## config.mk

```make
export PLATFORM = sky130hd
export DESIGN_NAME = res_top
export DESIGN_NICKNAME = d
export VERILOG_FILES = /design/src/common/res_pkg.sv /design/src/verilog/res_delay_timer.sv /design/src/verilog/res_sync.sv /design/src/verilog/res_top.sv
export VERILOG_INCLUDE_DIRS = /design/src /design/src/common
export SDC_FILE = /design/constraint.sdc
export NUM_CORES = 1
export LEC_CHECK = 0
export BUFFER_PORTS_ARGS = -buffer_cell sky130_fd_sc_hd__clkbuf_2
export CORE_MARGIN = 1
export CORE_UTILIZATION = 40
export DETAILED_ROUTE_END_ITERATION = 6
export PLACE_DENSITY = 0.65
export SLEW_MARGIN = 10
export SYNTH_ARGS = -nofsm -noshare
export SYNTH_HDL_FRONTEND = slang
export SYNTH_SLANG_ARGS = --single-unit
```

## constraint.sdc

```tcl
create_clock -name clk_sys_i -period 5.3 [get_ports clk_sys_i]
set_input_delay 0.53 -clock clk_sys_i [delete_from_list [all_inputs] [get_ports clk_sys_i]]
set_output_delay 0.53 -clock clk_sys_i [all_outputs]
set_load 0.01 [all_outputs]
```

## src/common/res_defines.svh

```systemverilog
// Constants for the regulator enable state logic: register map, field sizes and reset values.
// Assumes inclusion by bare name from the design files.
`ifndef RES_DEFINES_SVH
`define RES_DEFINES_SVH

// ============================================================
// Register map (byte addresses, AXI4-Lite, 32-bit words)
`define RES_DEC_MSB         7
`define RES_ADDR_STATUS     8'h00
`define RES_ADDR_RST_DELAY  8'h04

// ============================================================
// Field sizes and reset values
`define RES_DELAY_W         16
`define RES_DELAY_PAD       16
`define RES_RST_DELAY_DEF   16'h03E8
`define RES_STATUS_PAD      16
`define RES_SYNC_W          9
`define RES_SYNC_RST        9'h009

// ============================================================
// Synchroniser bit positions
`define RES_IN_DEEP         0
`define RES_IN_UNDERVOLTAGE_LOCKOUT         1
`define RES_IN_CHG          2
`define RES_IN_KEY_N        3
`define RES_IN_HOLD         4
`define RES_IN_OSC_EN       5
`define RES_IN_PULSE_EN     6
`define RES_IN_GATE         7
`define RES_IN_IO_GOOD      8

// ============================================================
// AXI responses
`define RES_RESP_OKAY       2'h0
`define RES_RESP_SLVERR     2'h2

`endif

```

## src/common/res_pkg.sv

```systemverilog
// Types shared by the regulator enable state logic.
// Assumes the defines header is compiled alongside.
package res_pkg;
    typedef enum logic [1:0] {
        RES_OFF_LOCKED,
        RES_OFF,
        RES_ON
    } res_state_type;

    typedef logic [1:0] res_resp_type;
endpackage

```

## src/verilog/res_delay_timer.sv

```systemverilog
// Reset delay counter: done rises limit+1 edges after run goes high.
// Assumes run is synchronous to clk_sys_i; dropping run clears the count.
`timescale 1ns/100ps
`include "res_defines.svh"
module res_delay_timer (
    // Clock and reset
    input  wire logic                    clk_sys_i,
    input  wire logic                    rst_n_i,
    // Control
    input  wire logic                    run_i,
    input  wire logic [`RES_DELAY_W-1:0] limit_i,
    output logic                         done_o
);
    logic [`RES_DELAY_W-1:0] count;

    always_ff @(posedge clk_sys_i or negedge rst_n_i) begin
        if (!rst_n_i) begin
            count  <= '0;
            done_o <= 1'b0;
        end else if (!run_i) begin
            count  <= '0;
            done_o <= 1'b0;
        end else if (count == limit_i) begin
            done_o <= 1'b1;
        end else begin
            count  <= count + 1'b1;
        end
    end
endmodule

```

## src/verilog/res_sync.sv

```systemverilog
// Two-flop synchroniser for a bus of independent level inputs.
// Assumes each bit is a slow level; no bits are related to each other.
`timescale 1ns/100ps
module res_sync #(
    parameter int                WIDTH   = 1,
    parameter logic [WIDTH-1:0]  RST_VAL = '0
) (
    // Clock and reset
    input  wire logic             clk_sys_i,
    input  wire logic             rst_n_i,
    // Levels
    input  wire logic [WIDTH-1:0] async_i,
    output logic      [WIDTH-1:0] sync_o
);
    logic [WIDTH-1:0] meta;

    always_ff @(posedge clk_sys_i or negedge rst_n_i) begin
        if (!rst_n_i) begin
            meta   <= RST_VAL;
            sync_o <= RST_VAL;
        end else begin
            meta   <= async_i;
            sync_o <= meta;
        end
    end
endmodule

```

## src/verilog/res_top.sv

```systemverilog
// Regulator enable state logic: decides which supplies are on from lockouts, charger, key and
// processor controls, times the main reset, and offers status and delay over AXI4-Lite.
// Assumes all control inputs are asynchronous levels and the AXI master shares clk_sys_i.
`timescale 1ns/100ps
`include "res_defines.svh"
module res_top (
    // Clock and reset
    input  wire logic                      clk_sys_i,
    input  wire logic                      reset_n_i,
    // Lockout and charger detectors
    input  wire logic                      deep_discharge_lockout_i,
    input  wire logic                      undervoltage_lockout_i,
    input  wire logic                      charger_input_i,
    // Key, processor controls and IO supply good
    input  wire logic                      user_power_key_n_i,
    input  wire logic                      processor_power_hold_i,
    input  wire logic                      osc_supply_enable_i,
    input  wire logic                      charge_pulse_enable_i,
    input  wire logic                      processor_gate_in_i,
    input  wire logic                      io_supply_good_i,
    // Supply enables
    output logic                           core_supply_en_o,
    output logic                           memory_supply_en_o,
    output logic                           io_supply_en_o,
    output logic                           analog_supply_en_o,
    output logic                           osc_supply_out_en_o,
    output logic                           backup_clock_supply_en_o,
    output logic                           divided_battery_en_o,
    // Processor-facing outputs
    output logic                           pass_gate_drive_o,
    output logic                           key_status_out_o,
    output logic                           charger_detect_out_o,
    output logic                           main_reset_o,
    // AXI4-Lite write address
    input  wire logic [31:0]               s_axi_awaddr_i,
    input  wire logic                      s_axi_awvalid_i,
    output logic                           s_axi_awready_o,
    // AXI4-Lite write data
    input  wire logic [31:0]               s_axi_wdata_i,
    input  wire logic [3:0]                s_axi_wstrb_i,
    input  wire logic                      s_axi_wvalid_i,
    output logic                           s_axi_wready_o,
    // AXI4-Lite write response
    output res_pkg::res_resp_type          s_axi_bresp_o,
    output logic                           s_axi_bvalid_o,
    input  wire logic                      s_axi_bready_i,
    // AXI4-Lite read address
    input  wire logic [31:0]               s_axi_araddr_i,
    input  wire logic                      s_axi_arvalid_i,
    output logic                           s_axi_arready_o,
    // AXI4-Lite read data
    output logic [31:0]                    s_axi_rdata_o,
    output res_pkg::res_resp_type          s_axi_rresp_o,
    output logic                           s_axi_rvalid_o,
    input  wire logic                      s_axi_rready_i
);
    import res_pkg::*;

    // ============================================================
    // Reset release and input synchronisers
    logic                    rst_meta;
    logic                    rst_n;
    logic [`RES_SYNC_W-1:0]  raw_in;
    logic [`RES_SYNC_W-1:0]  sync_in;
    logic                    deep_s;
    logic                    undervoltage_lockout_s;
    logic                    chg_s;
    logic                    key_n_s;
    logic                    hold_s;
    logic                    osc_en_s;
    logic                    pulse_en_s;
    logic                    gate_s;
    logic                    io_good_s;

    always_ff @(posedge clk_sys_i or negedge reset_n_i) begin
        if (!reset_n_i) begin
            rst_meta <= 1'b0;
            rst_n    <= 1'b0;
        end else begin
            rst_meta <= 1'b1;
            rst_n    <= rst_meta;
        end
    end

    always_comb begin
        raw_in                   = '0;
        raw_in[`RES_IN_DEEP]     = deep_discharge_lockout_i;
        raw_in[`RES_IN_UNDERVOLTAGE_LOCKOUT]     = undervoltage_lockout_i;
        raw_in[`RES_IN_CHG]      = charger_input_i;
        raw_in[`RES_IN_KEY_N]    = user_power_key_n_i;
        raw_in[`RES_IN_HOLD]     = processor_power_hold_i;
        raw_in[`RES_IN_OSC_EN]   = osc_supply_enable_i;
        raw_in[`RES_IN_PULSE_EN] = charge_pulse_enable_i;
        raw_in[`RES_IN_GATE]     = processor_gate_in_i;
        raw_in[`RES_IN_IO_GOOD]  = io_supply_good_i;
    end

    // Deep-discharge lockout resets to in force so nothing turns on before real levels arrive
    res_sync #(
        .WIDTH   (`RES_SYNC_W),
        .RST_VAL (`RES_SYNC_RST)
    ) u_sync (
        .clk_sys_i (clk_sys_i),
        .rst_n_i   (rst_n),
        .async_i   (raw_in),
        .sync_o    (sync_in)
    );

    assign deep_s     = sync_in[`RES_IN_DEEP];
    assign undervoltage_lockout_s     = sync_in[`RES_IN_UNDERVOLTAGE_LOCKOUT];
    assign chg_s      = sync_in[`RES_IN_CHG];
    assign key_n_s    = sync_in[`RES_IN_KEY_N];
    assign hold_s     = sync_in[`RES_IN_HOLD];
    assign osc_en_s   = sync_in[`RES_IN_OSC_EN];
    assign pulse_en_s = sync_in[`RES_IN_PULSE_EN];
    assign gate_s     = sync_in[`RES_IN_GATE];
    assign io_good_s  = sync_in[`RES_IN_IO_GOOD];

    // ============================================================
    // Power state decode
    res_state_type state;
    res_state_type next_state;
    logic          next_main_on;

    always_comb begin
        case (state)
            RES_OFF_LOCKED,
            RES_OFF,
            RES_ON: begin
                if (deep_s) begin
                    next_state = RES_OFF_LOCKED;
                end else if (state != RES_ON && undervoltage_lockout_s) begin
                    next_state = RES_OFF;
                end else if (chg_s || !key_n_s || hold_s) begin
                    next_state = RES_ON;
                end else begin
                    next_state = RES_OFF;
                end
            end
            default: begin
                next_state = RES_OFF_LOCKED;
            end
        endcase
    end

    assign next_main_on = (next_state == RES_ON);

    always_ff @(posedge clk_sys_i or negedge rst_n) begin
        if (!rst_n) begin
            state <= RES_OFF_LOCKED;
        end else begin
            state <= next_state;
        end
    end

    // ============================================================
    // Supply enables
    always_ff @(posedge clk_sys_i or negedge rst_n) begin
        if (!rst_n) begin
            core_supply_en_o         <= 1'b0;
            memory_supply_en_o       <= 1'b0;
            io_supply_en_o           <= 1'b0;
            analog_supply_en_o       <= 1'b0;
            osc_supply_out_en_o      <= 1'b0;
            backup_clock_supply_en_o <= 1'b0;
        end else begin
            core_supply_en_o         <= next_main_on;
            memory_supply_en_o       <= next_main_on;
            io_supply_en_o           <= next_main_on;
            analog_supply_en_o       <= next_main_on;
            osc_supply_out_en_o      <= next_main_on && osc_en_s;
            backup_clock_supply_en_o <= !deep_s;
        end
    end

    // ============================================================
    // Processor-facing pins
    always_ff @(posedge clk_sys_i or negedge rst_n) begin
        if (!rst_n) begin
            divided_battery_en_o <= 1'b0;
            pass_gate_drive_o    <= 1'b0;
            key_status_out_o     <= 1'b0;
            charger_detect_out_o <= 1'b0;
        end else begin
            divided_battery_en_o <= osc_en_s;
            // Without pulse charging the gate follows charger presence
            pass_gate_drive_o    <= pulse_en_s ? gate_s : chg_s;
            key_status_out_o     <= !key_n_s;
            charger_detect_out_o <= chg_s;
        end
    end

    // ============================================================
    // Main reset delay
    logic [`RES_DELAY_W-1:0] rst_delay;
    logic                    timer_run;

    // Timer restarts whenever the IO supply falls out of regulation
    assign timer_run = io_good_s && (state == RES_ON);

    res_delay_timer u_timer (
        .clk_sys_i (clk_sys_i),
        .rst_n_i   (rst_n),
        .run_i     (timer_run),
        .limit_i   (rst_delay),
        .done_o    (main_reset_o)
    );

    // ============================================================
    // AXI4-Lite slave
    logic                    aw_held;
    logic [`RES_DEC_MSB:0]   aw_addr;
    logic                    w_held;
    logic [31:0]             w_data;
    logic [3:0]              w_strb;
    logic                    wr_fire;
    logic [31:0]             status_word;

    assign s_axi_awready_o = !aw_held;
    assign s_axi_wready_o  = !w_held;
    assign s_axi_arready_o = !s_axi_rvalid_o;
    assign wr_fire         = aw_held && w_held && !s_axi_bvalid_o;

    always_ff @(posedge clk_sys_i or negedge rst_n) begin
        if (!rst_n) begin
            aw_held <= 1'b0;
            aw_addr <= '0;
        end else if (s_axi_awvalid_i && !aw_held) begin
            aw_held <= 1'b1;
            aw_addr <= s_axi_awaddr_i[`RES_DEC_MSB:0];
        end else if (wr_fire) begin
            aw_held <= 1'b0;
        end
    end

    always_ff @(posedge clk_sys_i or negedge rst_n) begin
        if (!rst_n) begin
            w_held <= 1'b0;
            w_data <= '0;
            w_strb <= '0;
        end else if (s_axi_wvalid_i && !w_held) begin
            w_held <= 1'b1;
            w_data <= s_axi_wdata_i;
            w_strb <= s_axi_wstrb_i;
        end else if (wr_fire) begin
            w_held <= 1'b0;
        end
    end

    always_ff @(posedge clk_sys_i or negedge rst_n) begin
        if (!rst_n) begin
            rst_delay <= `RES_RST_DELAY_DEF;
        end else if (wr_fire && aw_addr == `RES_ADDR_RST_DELAY) begin
            if (w_strb[0]) begin
                rst_delay[7:0] <= w_data[7:0];
            end
            if (w_strb[1]) begin
                rst_delay[15:8] <= w_data[15:8];
            end
        end
    end

    always_ff @(posedge clk_sys_i or negedge rst_n) begin
        if (!rst_n) begin
            s_axi_bvalid_o <= 1'b0;
            s_axi_bresp_o  <= `RES_RESP_OKAY;
        end else if (wr_fire) begin
            s_axi_bvalid_o <= 1'b1;
            // Status is read-only, so only the delay word accepts writes
            s_axi_bresp_o  <= (aw_addr == `RES_ADDR_RST_DELAY) ? `RES_RESP_OKAY : `RES_RESP_SLVERR;
        end else if (s_axi_bready_i) begin
            s_axi_bvalid_o <= 1'b0;
        end
    end

    assign status_word = {{`RES_STATUS_PAD{1'b0}}, io_good_s, hold_s, !key_n_s, chg_s, undervoltage_lockout_s, deep_s,
                          main_reset_o, divided_battery_en_o, osc_supply_out_en_o, core_supply_en_o,
                          backup_clock_supply_en_o, pass_gate_drive_o, osc_en_s, pulse_en_s, state};

    always_ff @(posedge clk_sys_i or negedge rst_n) begin
        if (!rst_n) begin
            s_axi_rvalid_o <= 1'b0;
            s_axi_rdata_o  <= '0;
            s_axi_rresp_o  <= `RES_RESP_OKAY;
        end else if (s_axi_arvalid_i && !s_axi_rvalid_o) begin
            s_axi_rvalid_o <= 1'b1;
            case (s_axi_araddr_i[`RES_DEC_MSB:0])
                `RES_ADDR_STATUS: begin
                    s_axi_rdata_o <= status_word;
                    s_axi_rresp_o <= `RES_RESP_OKAY;
                end
                `RES_ADDR_RST_DELAY: begin
                    s_axi_rdata_o <= {{`RES_DELAY_PAD{1'b0}}, rst_delay};
                    s_axi_rresp_o <= `RES_RESP_OKAY;
                end
                default: begin
                    s_axi_rdata_o <= '0;
                    s_axi_rresp_o <= `RES_RESP_SLVERR;
                end
            endcase
        end else if (s_axi_rready_i) begin
            s_axi_rvalid_o <= 1'b0;
        end
    end

    // ============================================================
    // Checks
    a_deep_lockout_off: assert property (@(posedge clk_sys_i) disable iff (!rst_n)
        deep_s |=> !core_supply_en_o && !memory_supply_en_o && !io_supply_en_o && !analog_supply_en_o
                   && !osc_supply_out_en_o && !backup_clock_supply_en_o)
        else $error("supply on during deep lockout");

    a_charger_turn_on: assert property (@(posedge clk_sys_i) disable iff (!rst_n)
        !deep_s && !undervoltage_lockout_s && chg_s |=> core_supply_en_o && memory_supply_en_o && io_supply_en_o
                                       && analog_supply_en_o && (osc_supply_out_en_o == $past(osc_en_s)))
        else $error("charger did not turn supplies on");

    a_key_turn_on: assert property (@(posedge clk_sys_i) disable iff (!rst_n)
        !deep_s && !undervoltage_lockout_s && !key_n_s |=> core_supply_en_o && analog_supply_en_o
                                          && (osc_supply_out_en_o == $past(osc_en_s)))
        else $error("key did not turn supplies on");

    a_hold_keeps_on: assert property (@(posedge clk_sys_i) disable iff (!rst_n)
        core_supply_en_o && !deep_s && hold_s && !osc_en_s |=> core_supply_en_o && io_supply_en_o
                                                              && !osc_supply_out_en_o)
        else $error("power-hold did not keep supplies on");

    a_all_on_bb: assert property (@(posedge clk_sys_i) disable iff (!rst_n)
        (!deep_s && (core_supply_en_o || !undervoltage_lockout_s) && hold_s && osc_en_s) [*2] |=>
            osc_supply_out_en_o && memory_supply_en_o && core_supply_en_o)
        else $error("not every supply on with hold and osc enable");

    a_undervoltage_lockout_ignored_on: assert property (@(posedge clk_sys_i) disable iff (!rst_n)
        core_supply_en_o && undervoltage_lockout_s && !deep_s && hold_s |=> core_supply_en_o)
        else $error("undervoltage turned a running phone off");

    a_undervoltage_lockout_blocks_off: assert property (@(posedge clk_sys_i) disable iff (!rst_n)
        !core_supply_en_o && undervoltage_lockout_s |=> !core_supply_en_o)
        else $error("turn-on despite undervoltage while off");

    a_divider_follows: assert property (@(posedge clk_sys_i) disable iff (!rst_n)
        $changed(osc_en_s) |=> divided_battery_en_o == $past(osc_en_s))
        else $error("divider enable not following osc enable");

    a_gate_passthru: assert property (@(posedge clk_sys_i) disable iff (!rst_n)
        pulse_en_s ##1 pulse_en_s |-> pass_gate_drive_o == $past(gate_s))
        else $error("gate drive not following processor gate");

    a_key_status: assert property (@(posedge clk_sys_i) disable iff (!rst_n)
        !key_n_s |=> key_status_out_o)
        else $error("key press not shown on key status");

    a_reset_needs_io: assert property (@(posedge clk_sys_i) disable iff (!rst_n)
        !timer_run |=> !main_reset_o)
        else $error("main reset high without IO regulation");

    a_reset_after_delay: assert property (@(posedge clk_sys_i) disable iff (!rst_n)
        $rose(main_reset_o) |-> $past(timer_run) && $past(timer_run, 2) || rst_delay == '0)
        else $error("main reset rose before the delay ran");
endmodule
```

==> results of run 1 <==
[cells in the mapped netlist, types with 2 or more instances]
master	count
nor4_1	7
conb_1	2
or4_1	6
dfrtp_1	100
nand2_1	29
and2_1	4
o21a_1	3
xor2_1	16
clkbuf_1	7
nand4_1	6
o31ai_1	4
or3_1	7
dfstp_2	10
nor3_1	2
nand3_1	7
buf_2	2
inv_1	10
o21ai_0	26
nor2b_1	3
nor2_1	10
a21oi_1	14
mux2i_1	16
buf_4	23
mux2_2	43
[per-stage QoR]
stage | hold WS, ns | setup WS (ns) | util | cells
after floorplan | 0.234 | 2.03 | - | 388
after global routing | 0.242 | 3.24 | 0.486 | 596
after global placement | 0.316 | 3.43 | 0.458 | 579
after CTS | 0.247 | 3.39 | 0.486 | 596
after detailed placement | 0.324 | 3.36 | 0.458 | 579
final | 0.254 | 3.39 | 0.486 | 596
[layout by cell type (no fill, tap or decap), drive strengths merged, types with 2 or more instances in the layout]
cell / instances
a21oi: 14
and2: 4
and4: 2
buf: 2
clkbuf: 92
clkinv: 3
clkinvlp: 2
conb: 19
dfrtp: 100
dfstp: 10
inv: 12
mux2: 43
mux2i: 16
nand2: 29
nand3: 7
nand4: 6
nor2: 10
nor2b: 3
nor3: 2
nor4: 7
o21a: 3
o21ai: 26
o31ai: 4
or3: 7
or4: 6
xor2: 16
[worst paths after layout]
path,from,endpoint,depth (start not counted)
worst max-delay path,rst_delay[9],u_timer.count[15],5
worst min-delay path,deep_discharge_lockout_i,u_sync.meta[0],1
worst max register to register,rst_delay[9],u_timer.count[15],5
worst min register to register,u_sync.meta[7],u_sync.sync_o[7],0
max in group asynchronous,rst_n,u_timer.count[15],1
min in group asynchronous,rst_n,u_sync.meta[6],0
[cells by family (layout without fill, tap and decap cells)]
family,after synthesis,after routing
multiplexers,59,59
flip-flops,110,110
buffers and inverters,44,112
adder cells (fa/ha/maj),1,1
other,2,19
AO/OA/AOI/OAI,51,51
AND/OR/NAND/NOR,87,87
XOR/XNOR,17,17
[power breakdown]
group          internal, mW  switching [mW]  total [mW]
Clock                 0.333           0.324       0.657
Sequential            0.993           0.107        1.10
Combinational         0.223           0.255       0.478
[sequential cells by signal, summed over array words and instances, names as in the netlist, 2 cells and up]
signal,flops
state,2
rst_delay,16
u_sync.meta,9
u_sync.sync_o,9
u_timer.count,16
w_strb,2
aw_addr,8
w_data,16
s_axi_rdata_o,16
[area by class of cell]
class / instances / area [um2]
Clock inverter: 7 / 76.3
Tap cell: 140 / 175
Fill cell: 991 / 5650
Multi-Input combinational cell: 234 / 1610
Sequential cell: 110 / 2770
Timing Repair Buffer: 86 / 440
Clock buffer: 9 / 225
Inverter: 10 / 37.5
[metal layers]
layer,GRT usage,vias up,part of all wire
met2,0.258,92,0.48
met3,0.0263,15,0.049
met5,0,-,0
met4,0.0647,0,0.020
met1,0.239,1475,0.45
li1,-,1417,-
[repair_timing]
action | in CTS | in global routing
hold buffers | 1 | 0
setup buffers | 0 | 0
hold endpoints to repair | 2 | 0
endpoints found under the setup margin | 0 | 0
==> metrics.txt, run 1 <==
sequential element share of the synthesized area 0.604; Post-Synth XOR/XNOR Area 0.0325; nets 568; critical path type flip-flop to flip-flop; Final min period 1.91 ns; die height 109 um; Startpoint Class flip-flop; worst hold path type input pin to flip-flop; final setup fails 0; Synth cell types 38; peak fanout along the critical path 29; leak pwr 2.59 nW; fin crit share 0.361; # Max-Cap Violations 0; slew margin rel. 0.516; layout cell share with drive strength beyond 1 0.344; CP Buf/Inv Count 0; post-synthesis mux area share 0.141; placed standard-cell area 0.00503 mm2; TritonCTS Buffers 9; Synth top area share 0.547; drt first-iter violations 147; root buffer cell clkbuf_16; yosys warns 0; largest net degree at the start of global routing 61; vias per cell 5.03; CP Data Arrival Time 2.18 ns; post-layout instance area 0.00534 mm2; flop and latch count out of synthesis 110; IO Pins 168; status finished, final reports clean; DP HPWL 6620 um; Post-synth EDFFs 0; most area-hungry cell type in the Yosys netlist dfrtp_1; synthesized area 0.00458 mm2; grt total ovfl 0; cts repair resizes 0; num rows 38; Power Total 2.24 mW; CP max stage delay 0.58 ns; first-pass iteration count of the detailed router 4; Initial Util 0.417; Die Wd 109 um; reg2reg setup slack 3.39 ns; initial antenna violation count 0; core area 0.0110 mm2; number of global-route vias before repair 2977; RSZ-0062 raised after global routing false; ant diodes 0; CTS max path bufs 2; synth top area cells dfrtp_1 (55%), mux2_2 (11%), dfstp_2 (5.7%); TritonCTS clock tree yes; routed wire length 8990 um; die footprint 0.0119 mm2; worst endpoint required time 5.56 ns; endpoint type of the worst setup path flip-flop; Most used DFF post-synth dfrtp_1; max frequency 523 MHz; first-pass GRT wire length 15100 um; Simple-Gate Fraction of Synth Area 0.0990; mean area per synthesized cell 12.3 um2; main combinational cell family by area after synthesis multiplexers; skew final 0.0111 ns; Routability Congestion 0.856; Area Overhead vs Synth 16.6%; Clk Latency, worst-skew pair 0.35 ns; setup TNS 0 ns; max-slew violations 0; remaining antenna violation count after routing 0; P per Cell Area 419 mW/mm2; Port Buffers 83; clk sinks 110; Tot GR Track Use 0.168; Residual DRC 0; post-synthesis async set-or-reset flop share 1.00; highest-delay cell along the critical path dfstp_2; Worst-path clk slew 0.08 ns; Routed WL per cell 15.1 um; CP top delay family simple AND/OR/NAND/NOR gates; worst slew pin tran 0.727 ns; Adder-Cell Fraction of Synth Area 0.00273; H-tree Lvls 3; cells after synthesis 371; Hold Fails Final Rpt 0; post-synthesis compound-gate area fraction 0.0621; CP cell instances xor2_1, nor4_1, and4_4, o21ai_0, a21oi_1; via count 2999; Peak VDD IR 239 uV
Power figures use the tool's default switching activity.
==> run 2: changes to the inputs <==
Settings changed: ABC_AREA set to 1, PLACE_DENSITY 0.65 to 0.64.
Clock period 5.3 ns to 2 ns, I/O delays scaled along.
==> run 2 against run 1 <==
Worst hold slack worse by 0.24 ns. Non-clock buffer count up 16. Sequential cell count stayed put. Utilization is 0.76 points higher. Routed wire length grew 18%. Sequential share of layout area down 6.1 points. Area after synthesis rose by 12%. Final cell count is 41% higher. Final area increased by 13%. Synthesized cell count up 55%. Clock skew shrank 0.00094 ns. Critical path type unchanged. Largest power group unchanged. Highest routed layer unchanged.
==> metrics.txt, run 2 <==
Hold Startpoint s_axi_bready_i; Post-synth EDFFs 0 (unchanged); cts repair resizes 0 (unchanged); Hold Fails Final Rpt 0 (unchanged); Synth cell types 35 (-7.9%); most common cell in the netlist nand2_1; Finished Layout Cells 839 (+41%); CP Data Arrival Time 1.99 ns (-0.19 ns); Clk Latency, worst-skew pair 0.35 ns (about the same); first-pass iteration count of the detailed router 6 (+2); reg-to-reg critical path endpoint u_timer.count[2]; most frequent cells in the layout nand2_1 (195), dfrtp_1 (99), clkbuf_2 (83); routed wire length 10600 um (+18%); # Max-Cap Violations 0 (unchanged); hold_ws 0.0116 ns (-0.243 ns); P per Cell Area 880 mW/mm2 (+110%); clk sinks 110 (unchanged); H-tree Lvls 3 (unchanged); Startpoint Class flip-flop; Peak VDD IR 540 uV (+130%); endpoint type of the worst setup path flip-flop; met2 Use GR 0.286 (+0.0280); root buffer cell clkbuf_16; final worst slack 0.242 ns (-3.14 ns); Hold Path End s_axi_bvalid_o; flop and latch count out of synthesis 110 (unchanged); num rows 40 (+5.3%); die height 115 um (+5.7%); initial antenna violation count 0 (unchanged); ant diodes 0 (unchanged); nets 783 (+38%); status finished, final reports clean; Routability Congestion 0.876 (+2.4%); r2r worst-path depth 9 (+4); setup TNS 0 ns (unchanged); vias per cell 4.68 (-7.1%); DP HPWL 7780 um (+18%); Worst-path clk slew 0.07 ns (about the same); Tot GR Track Use 0.177 (+0.00927); mean area per synthesized cell 8.92 um2 (-28%); Residual DRC 0 (unchanged); max-slew violations 0 (unchanged); yosys warns 0 (unchanged); worst hold path depth 2 (+1); synth top area cells dfrtp_1 (49%), nand2_1 (14%), dfstp_2 (5.1%); most area-hungry cell type in the Yosys netlist dfrtp_1; first-pass GRT wire length 18200 um (+21%); Die Wd 115 um (+5.7%); grt total ovfl 0 (unchanged); GRT Max-Usage Layer met2; Most used DFF post-synth dfrtp_1; drt first-iter violations 231 (+57%); sequential element share of the synthesized area 0.540 (-0.0641); fin crit share 0.879 (+0.518); layout cell share with drive strength beyond 1 0.259 (-0.0850); final setup fails 0 (unchanged); die footprint 0.0133 mm2 (+12%); reg2reg setup slack 0.24 ns (-3.14 ns); post-synthesis async set-or-reset flop share 1.00 (unchanged); RSZ-0062 raised after global routing false; TritonCTS clock tree yes; placed standard-cell area 0.00565 mm2 (+12%); IO Pins 168 (unchanged); GR Util met1 0.227 (-0.0121); Synth top area share 0.489 (-0.0580); RR Startpoint rst_delay[8]; Final min period 1.76 ns (-0.156 ns); cells after synthesis 574 (+55%); critical path type flip-flop to flip-flop; worst hold path type input pin to flip-flop; most common cell after layout, fill and taps aside nand2_1; core area 0.0123 mm2 (+12%); post-layout instance area 0.00605 mm2 (+13%); Routed WL per cell 12.6 um (-16%); Initial Util 0.418 (+0.000827); commonest cells in the netlist nand2_1 (195), dfrtp_1 (100), inv_1 (42); TritonCTS Buffers 9 (unchanged); max frequency 569 MHz (+8.9%); Inst Count DP 813 (+40%); Area Overhead vs Synth 18.2%; via count 3924 (+31%); peak fanout along the critical path 17 (-41%); total setup buffers inserted after CTS 0 (unchanged); Hold Buf Count CTS 10 (+9); number of fill cells 1152 (+16%); worst endpoint required time 2.23 ns (-3.33 ns); GR Util met3 0.0395 (+0.0132); remaining antenna violation count after routing 0 (unchanged); dpl ws 0.247 ns (-3.11 ns); Port Buffers 83 (unchanged); synthesized area 0.00512 mm2 (+12%); largest net degree at the start of global routing 41 (-33%); skew final 0.0101 ns (-0.000936 ns); leak pwr 3.14 nW (+21%); number of global-route vias before repair 3822 (+28%); CTS max path bufs 2 (unchanged)
[run 2: changes by cell type after synthesis, moves of 8 or more]
cell,previous run,this run
nand3_1,7,32
nand2_1,29,195
nand4_1,6,21
mux2_2,43,19
inv_1,10,42
xor2_1,16,8
inv_2,0,14
nand3_2,0,9
nor2_1,10,31
mux2i_1,16,0
[run 2: per-layer routing]
metal	vias to the layer above	share of wire	wire (um)
met2	99	0.47	4970
li1	1957	-	-
met4	0	0.037	396
met1	1848	0.45	4740
met3	20	0.047	502
met5	-	0	0
[run 2: where the power goes]
part	internal (mW)	switching [mW]	total [mW]
combinational	0.370	0.409	0.780
sequential	2.58	0.184	2.76
clock	0.915	0.864	1.78
[run 2: through the flow]
stage	power (mW)	util
after CTS	5.39	0.494
after floorplan	3.35	-
after global routing	5.62	0.494
after global placement	3.55	0.461
final	5.32	0.494
after detailed placement	3.59	0.461
[run 2: worst max-delay path by stage]
stage,start,to
floorplan,rst_n,analog_supply_en_o
global placement,rst_delay[8],u_timer.count[15]
detailed placement,rst_delay[8],u_timer.count[2]
CTS,rst_delay[8],u_timer.count[2]
global route,rst_delay[9],u_timer.count[2]
finish,rst_delay[8],u_timer.count[2]
[run 2: cell families after synthesis]
group,synth area share
xor gates and xnor gates,0.0137
AOI/OAI and AO/OA,0.0391
muxes,0.0418
buffers and inverters,0.0919
other,0.00147
DFF,0.540
and+or+nand+nor,0.270
adders and majority gates,0.00244
[run 2: critical path: stages, from the launching register on]
cell	delay [ns]
dfstp_2	0.57
inv_1	0.08
nand2_1	0.07
nand2_1	0.06
nor2_1	0.08
nand2_1	0.09
nor2_4	0.25
nand2_4	0.22
nand3_1	0.14
nand2_1	0.07
[run 2: layout make-up]
cell class / count / area [um2] / area share
tap: 168 / 210 / 0.0347
sequential: 110 / 2770 / 0.458
clock buffer: 10 / 239 / 0.0395
inverter: 58 / 218 / 0.0360
timing repair buffer: 102 / 608 / 0.100
multi-input combinational: 385 / 1950 / 0.322
clock inverter: 6 / 60.1 / 0.00992
==> run 3: changes to the inputs <==
Settings changed: ABC_AREA 1 to unset, PLACE_DENSITY 0.64 to 0.65.
==> run 3 against run 2 <==
Final cell count decreased by 27%. Fmax decreased by 10%. Worst hold slack gained 0.014 ns. Routed wire length fell by 13%. Register-to-register slack got worse by 0.20 ns. Clock power up 4%. Die area decreased by 10%. Clock skew shrank 0.0017 ns. Critical endpoint is now u_timer.count[11]. Largest power group unchanged.
==> metrics.txt, run 3 (synthesized netlist as in run 1, its figures left out) <==
leak pwr 2.69 nW (-14%); worst endpoint required time 2.27 ns (+0.04 ns); Clk Latency, worst-skew pair 0.35 ns (about the same); worst hold path type input pin to flip-flop; register area 0.00277 mm2 (unchanged); Routed WL per cell 15.1 um (+20%); TritonCTS clock tree yes; Peak VDD IR 857 uV (+59%); fin crit share 0.976 (+0.0976); ant diodes 0 (unchanged); peak fanout along the critical path 14 (-3); total setup buffers inserted after CTS 0 (unchanged); DP HPWL 6680 um (-14%); Tot GR Track Use 0.170 (-0.00693); slew margin rel. 0.575; skew final 0.00845 ns (-0.00168 ns); die footprint 0.0119 mm2 (-10%); Residual DRC 0 (unchanged); Startpoint Class flip-flop; die height 109 um (-5.4%); Die Wd 109 um (-5.4%); number of global-route vias before repair 3032 (-21%); IO Pins 168 (unchanged); CP Buf/Inv Count 0 (-1); Worst-path clk slew 0.07 ns (about the same); root buffer cell clkbuf_16; GR Util met3 0.0347 (-0.00487); highest-delay cell along the critical path dfstp_2; Inst Count DP 585 (-28%); critical path type flip-flop to flip-flop; Routability Congestion 0.852 (-2.7%); final setup fails 0 (unchanged); max frequency 512 MHz (-10%); multi-input combinational cell area 0.00165 mm2 (-15%); core area 0.0110 mm2 (-10%); routed wire length 9250 um (-13%); most common cell after layout, fill and taps aside dfrtp_1; via count 3064 (-22%); GRT Max-Usage Layer met2; TritonCTS Buffers 9 (unchanged); nets 584 (-25%); endpoint type of the worst setup path flip-flop; P per Cell Area 1120 mW/mm2 (+27%); clk sinks 110 (unchanged); largest net degree at the start of global routing 48 (+17%); status finished, final reports clean; Finished Layout Cells 612 (-27%); Port Buffers 83 (unchanged); drt first-iter violations 112 (-52%); most frequent cells in the layout dfrtp_1 (99), clkbuf_2 (83), mux2_2 (43); CP Data Arrival Time 2.22 ns (+0.23 ns); num rows 38 (-5.0%); first-pass iteration count of the detailed router 4 (-2); layout cell share with drive strength beyond 1 0.356 (+0.0966); CP cell instances xor2_1, nor4_2, and4_2, or4_1, a21oi_1; grt total ovfl 0 (unchanged); number of fill cells 993 (-14%); GR Util met1 0.233 (+0.00621); max-slew violations 0 (unchanged); CTS max path bufs 2 (unchanged); setup TNS 0 ns (unchanged); CP top delay family simple AND/OR/NAND/NOR gates; worst slew pin tran 0.636 ns; Area Overhead vs Synth 20.9%; H-tree Lvls 3 (unchanged); initial antenna violation count 0 (unchanged); CP max stage delay 0.59 ns (+0.02 ns); # Max-Cap Violations 0 (unchanged); Hold Fails Final Rpt 0 (unchanged); Initial Util 0.417 (-0.000827); remaining antenna violation count after routing 0 (unchanged); first-pass GRT wire length 15000 um (-17%); Final min period 1.95 ns (+0.195 ns); vias per cell 5.01 (+7.0%); met2 Use GR 0.261 (-0.0253)
run 3: layout make-up:
type | count | area share
clock buffers | 11 | 0.0457
well taps | 140 | 0.0316
inverters | 10 | 0.00678
clock inverters | 5 | 0.0115
flip-flops and latches | 110 | 0.500
repair buffers | 101 | 0.106
multi-input cells | 235 | 0.298
run 3: final timing paths:
path                                startpoint           endpoint  slack (ns)  depth (start not counted)
worst max-delay path              rst_delay[5]  u_timer.count[11]        0.05                          5
worst max register to register    rst_delay[5]  u_timer.count[11]        0.05                          5
worst min register to register           rst_n          w_data[0]        0.23                          0
max in group asynchronous                rst_n       rst_delay[9]        1.14                          1
worst min-delay path            s_axi_rready_i     s_axi_rvalid_o        0.03                          2
min in group asynchronous            reset_n_i              rst_n        0.17                          2
run 3: power by group:
part,switching [mW],internal (mW)
logic,0.784,0.667
clock network,0.799,1.05
registers,0.263,2.63
total,1.85,4.35
run 3: metal layers:
metal / up-vias / share of wire
li1: 1450 / -
met1: 1490 / 0.44
met2: 111 / 0.47
met3: 13 / 0.069
met4: 0 / 0.018
met5: - / 0
run 3: worst reg2reg max path, cell delays in order (launching register included):
cell and delay, ns:
dfstp_2 0.59, xor2_1 0.20, nor4_2 0.09, and4_2 0.33
or4_1 0.52, a21oi_1 0.15
run 3: repair_timing:
| item | in CTS | in global routing |
|---|---|---|
| hold buffers | 10 | 0 |
| setup endpoints to repair | 0 | 9 |
| endpoints found under the hold margin | 11 | 0 |
| gates resized for setup | 0 | 4 |
run 3: stage by stage:
stage	area, um2	hold WS (ns)	total power [mW]	utilization	setup slack (ns)
2_1_floorplan	4640	-0.0956	4.06	-	0.169
3_3_place_gp	5080	-0.0120	4.19	0.463	0.152
3_5_place_dp	5080	-0.0111	4.26	0.463	0.123
4_1_cts	5500	0.0188	6.15	0.501	0.0938
5_1_grt	5540	0.0231	6.53	0.504	-0.00495
6_report	5540	0.0257	6.20	0.504	0.0472
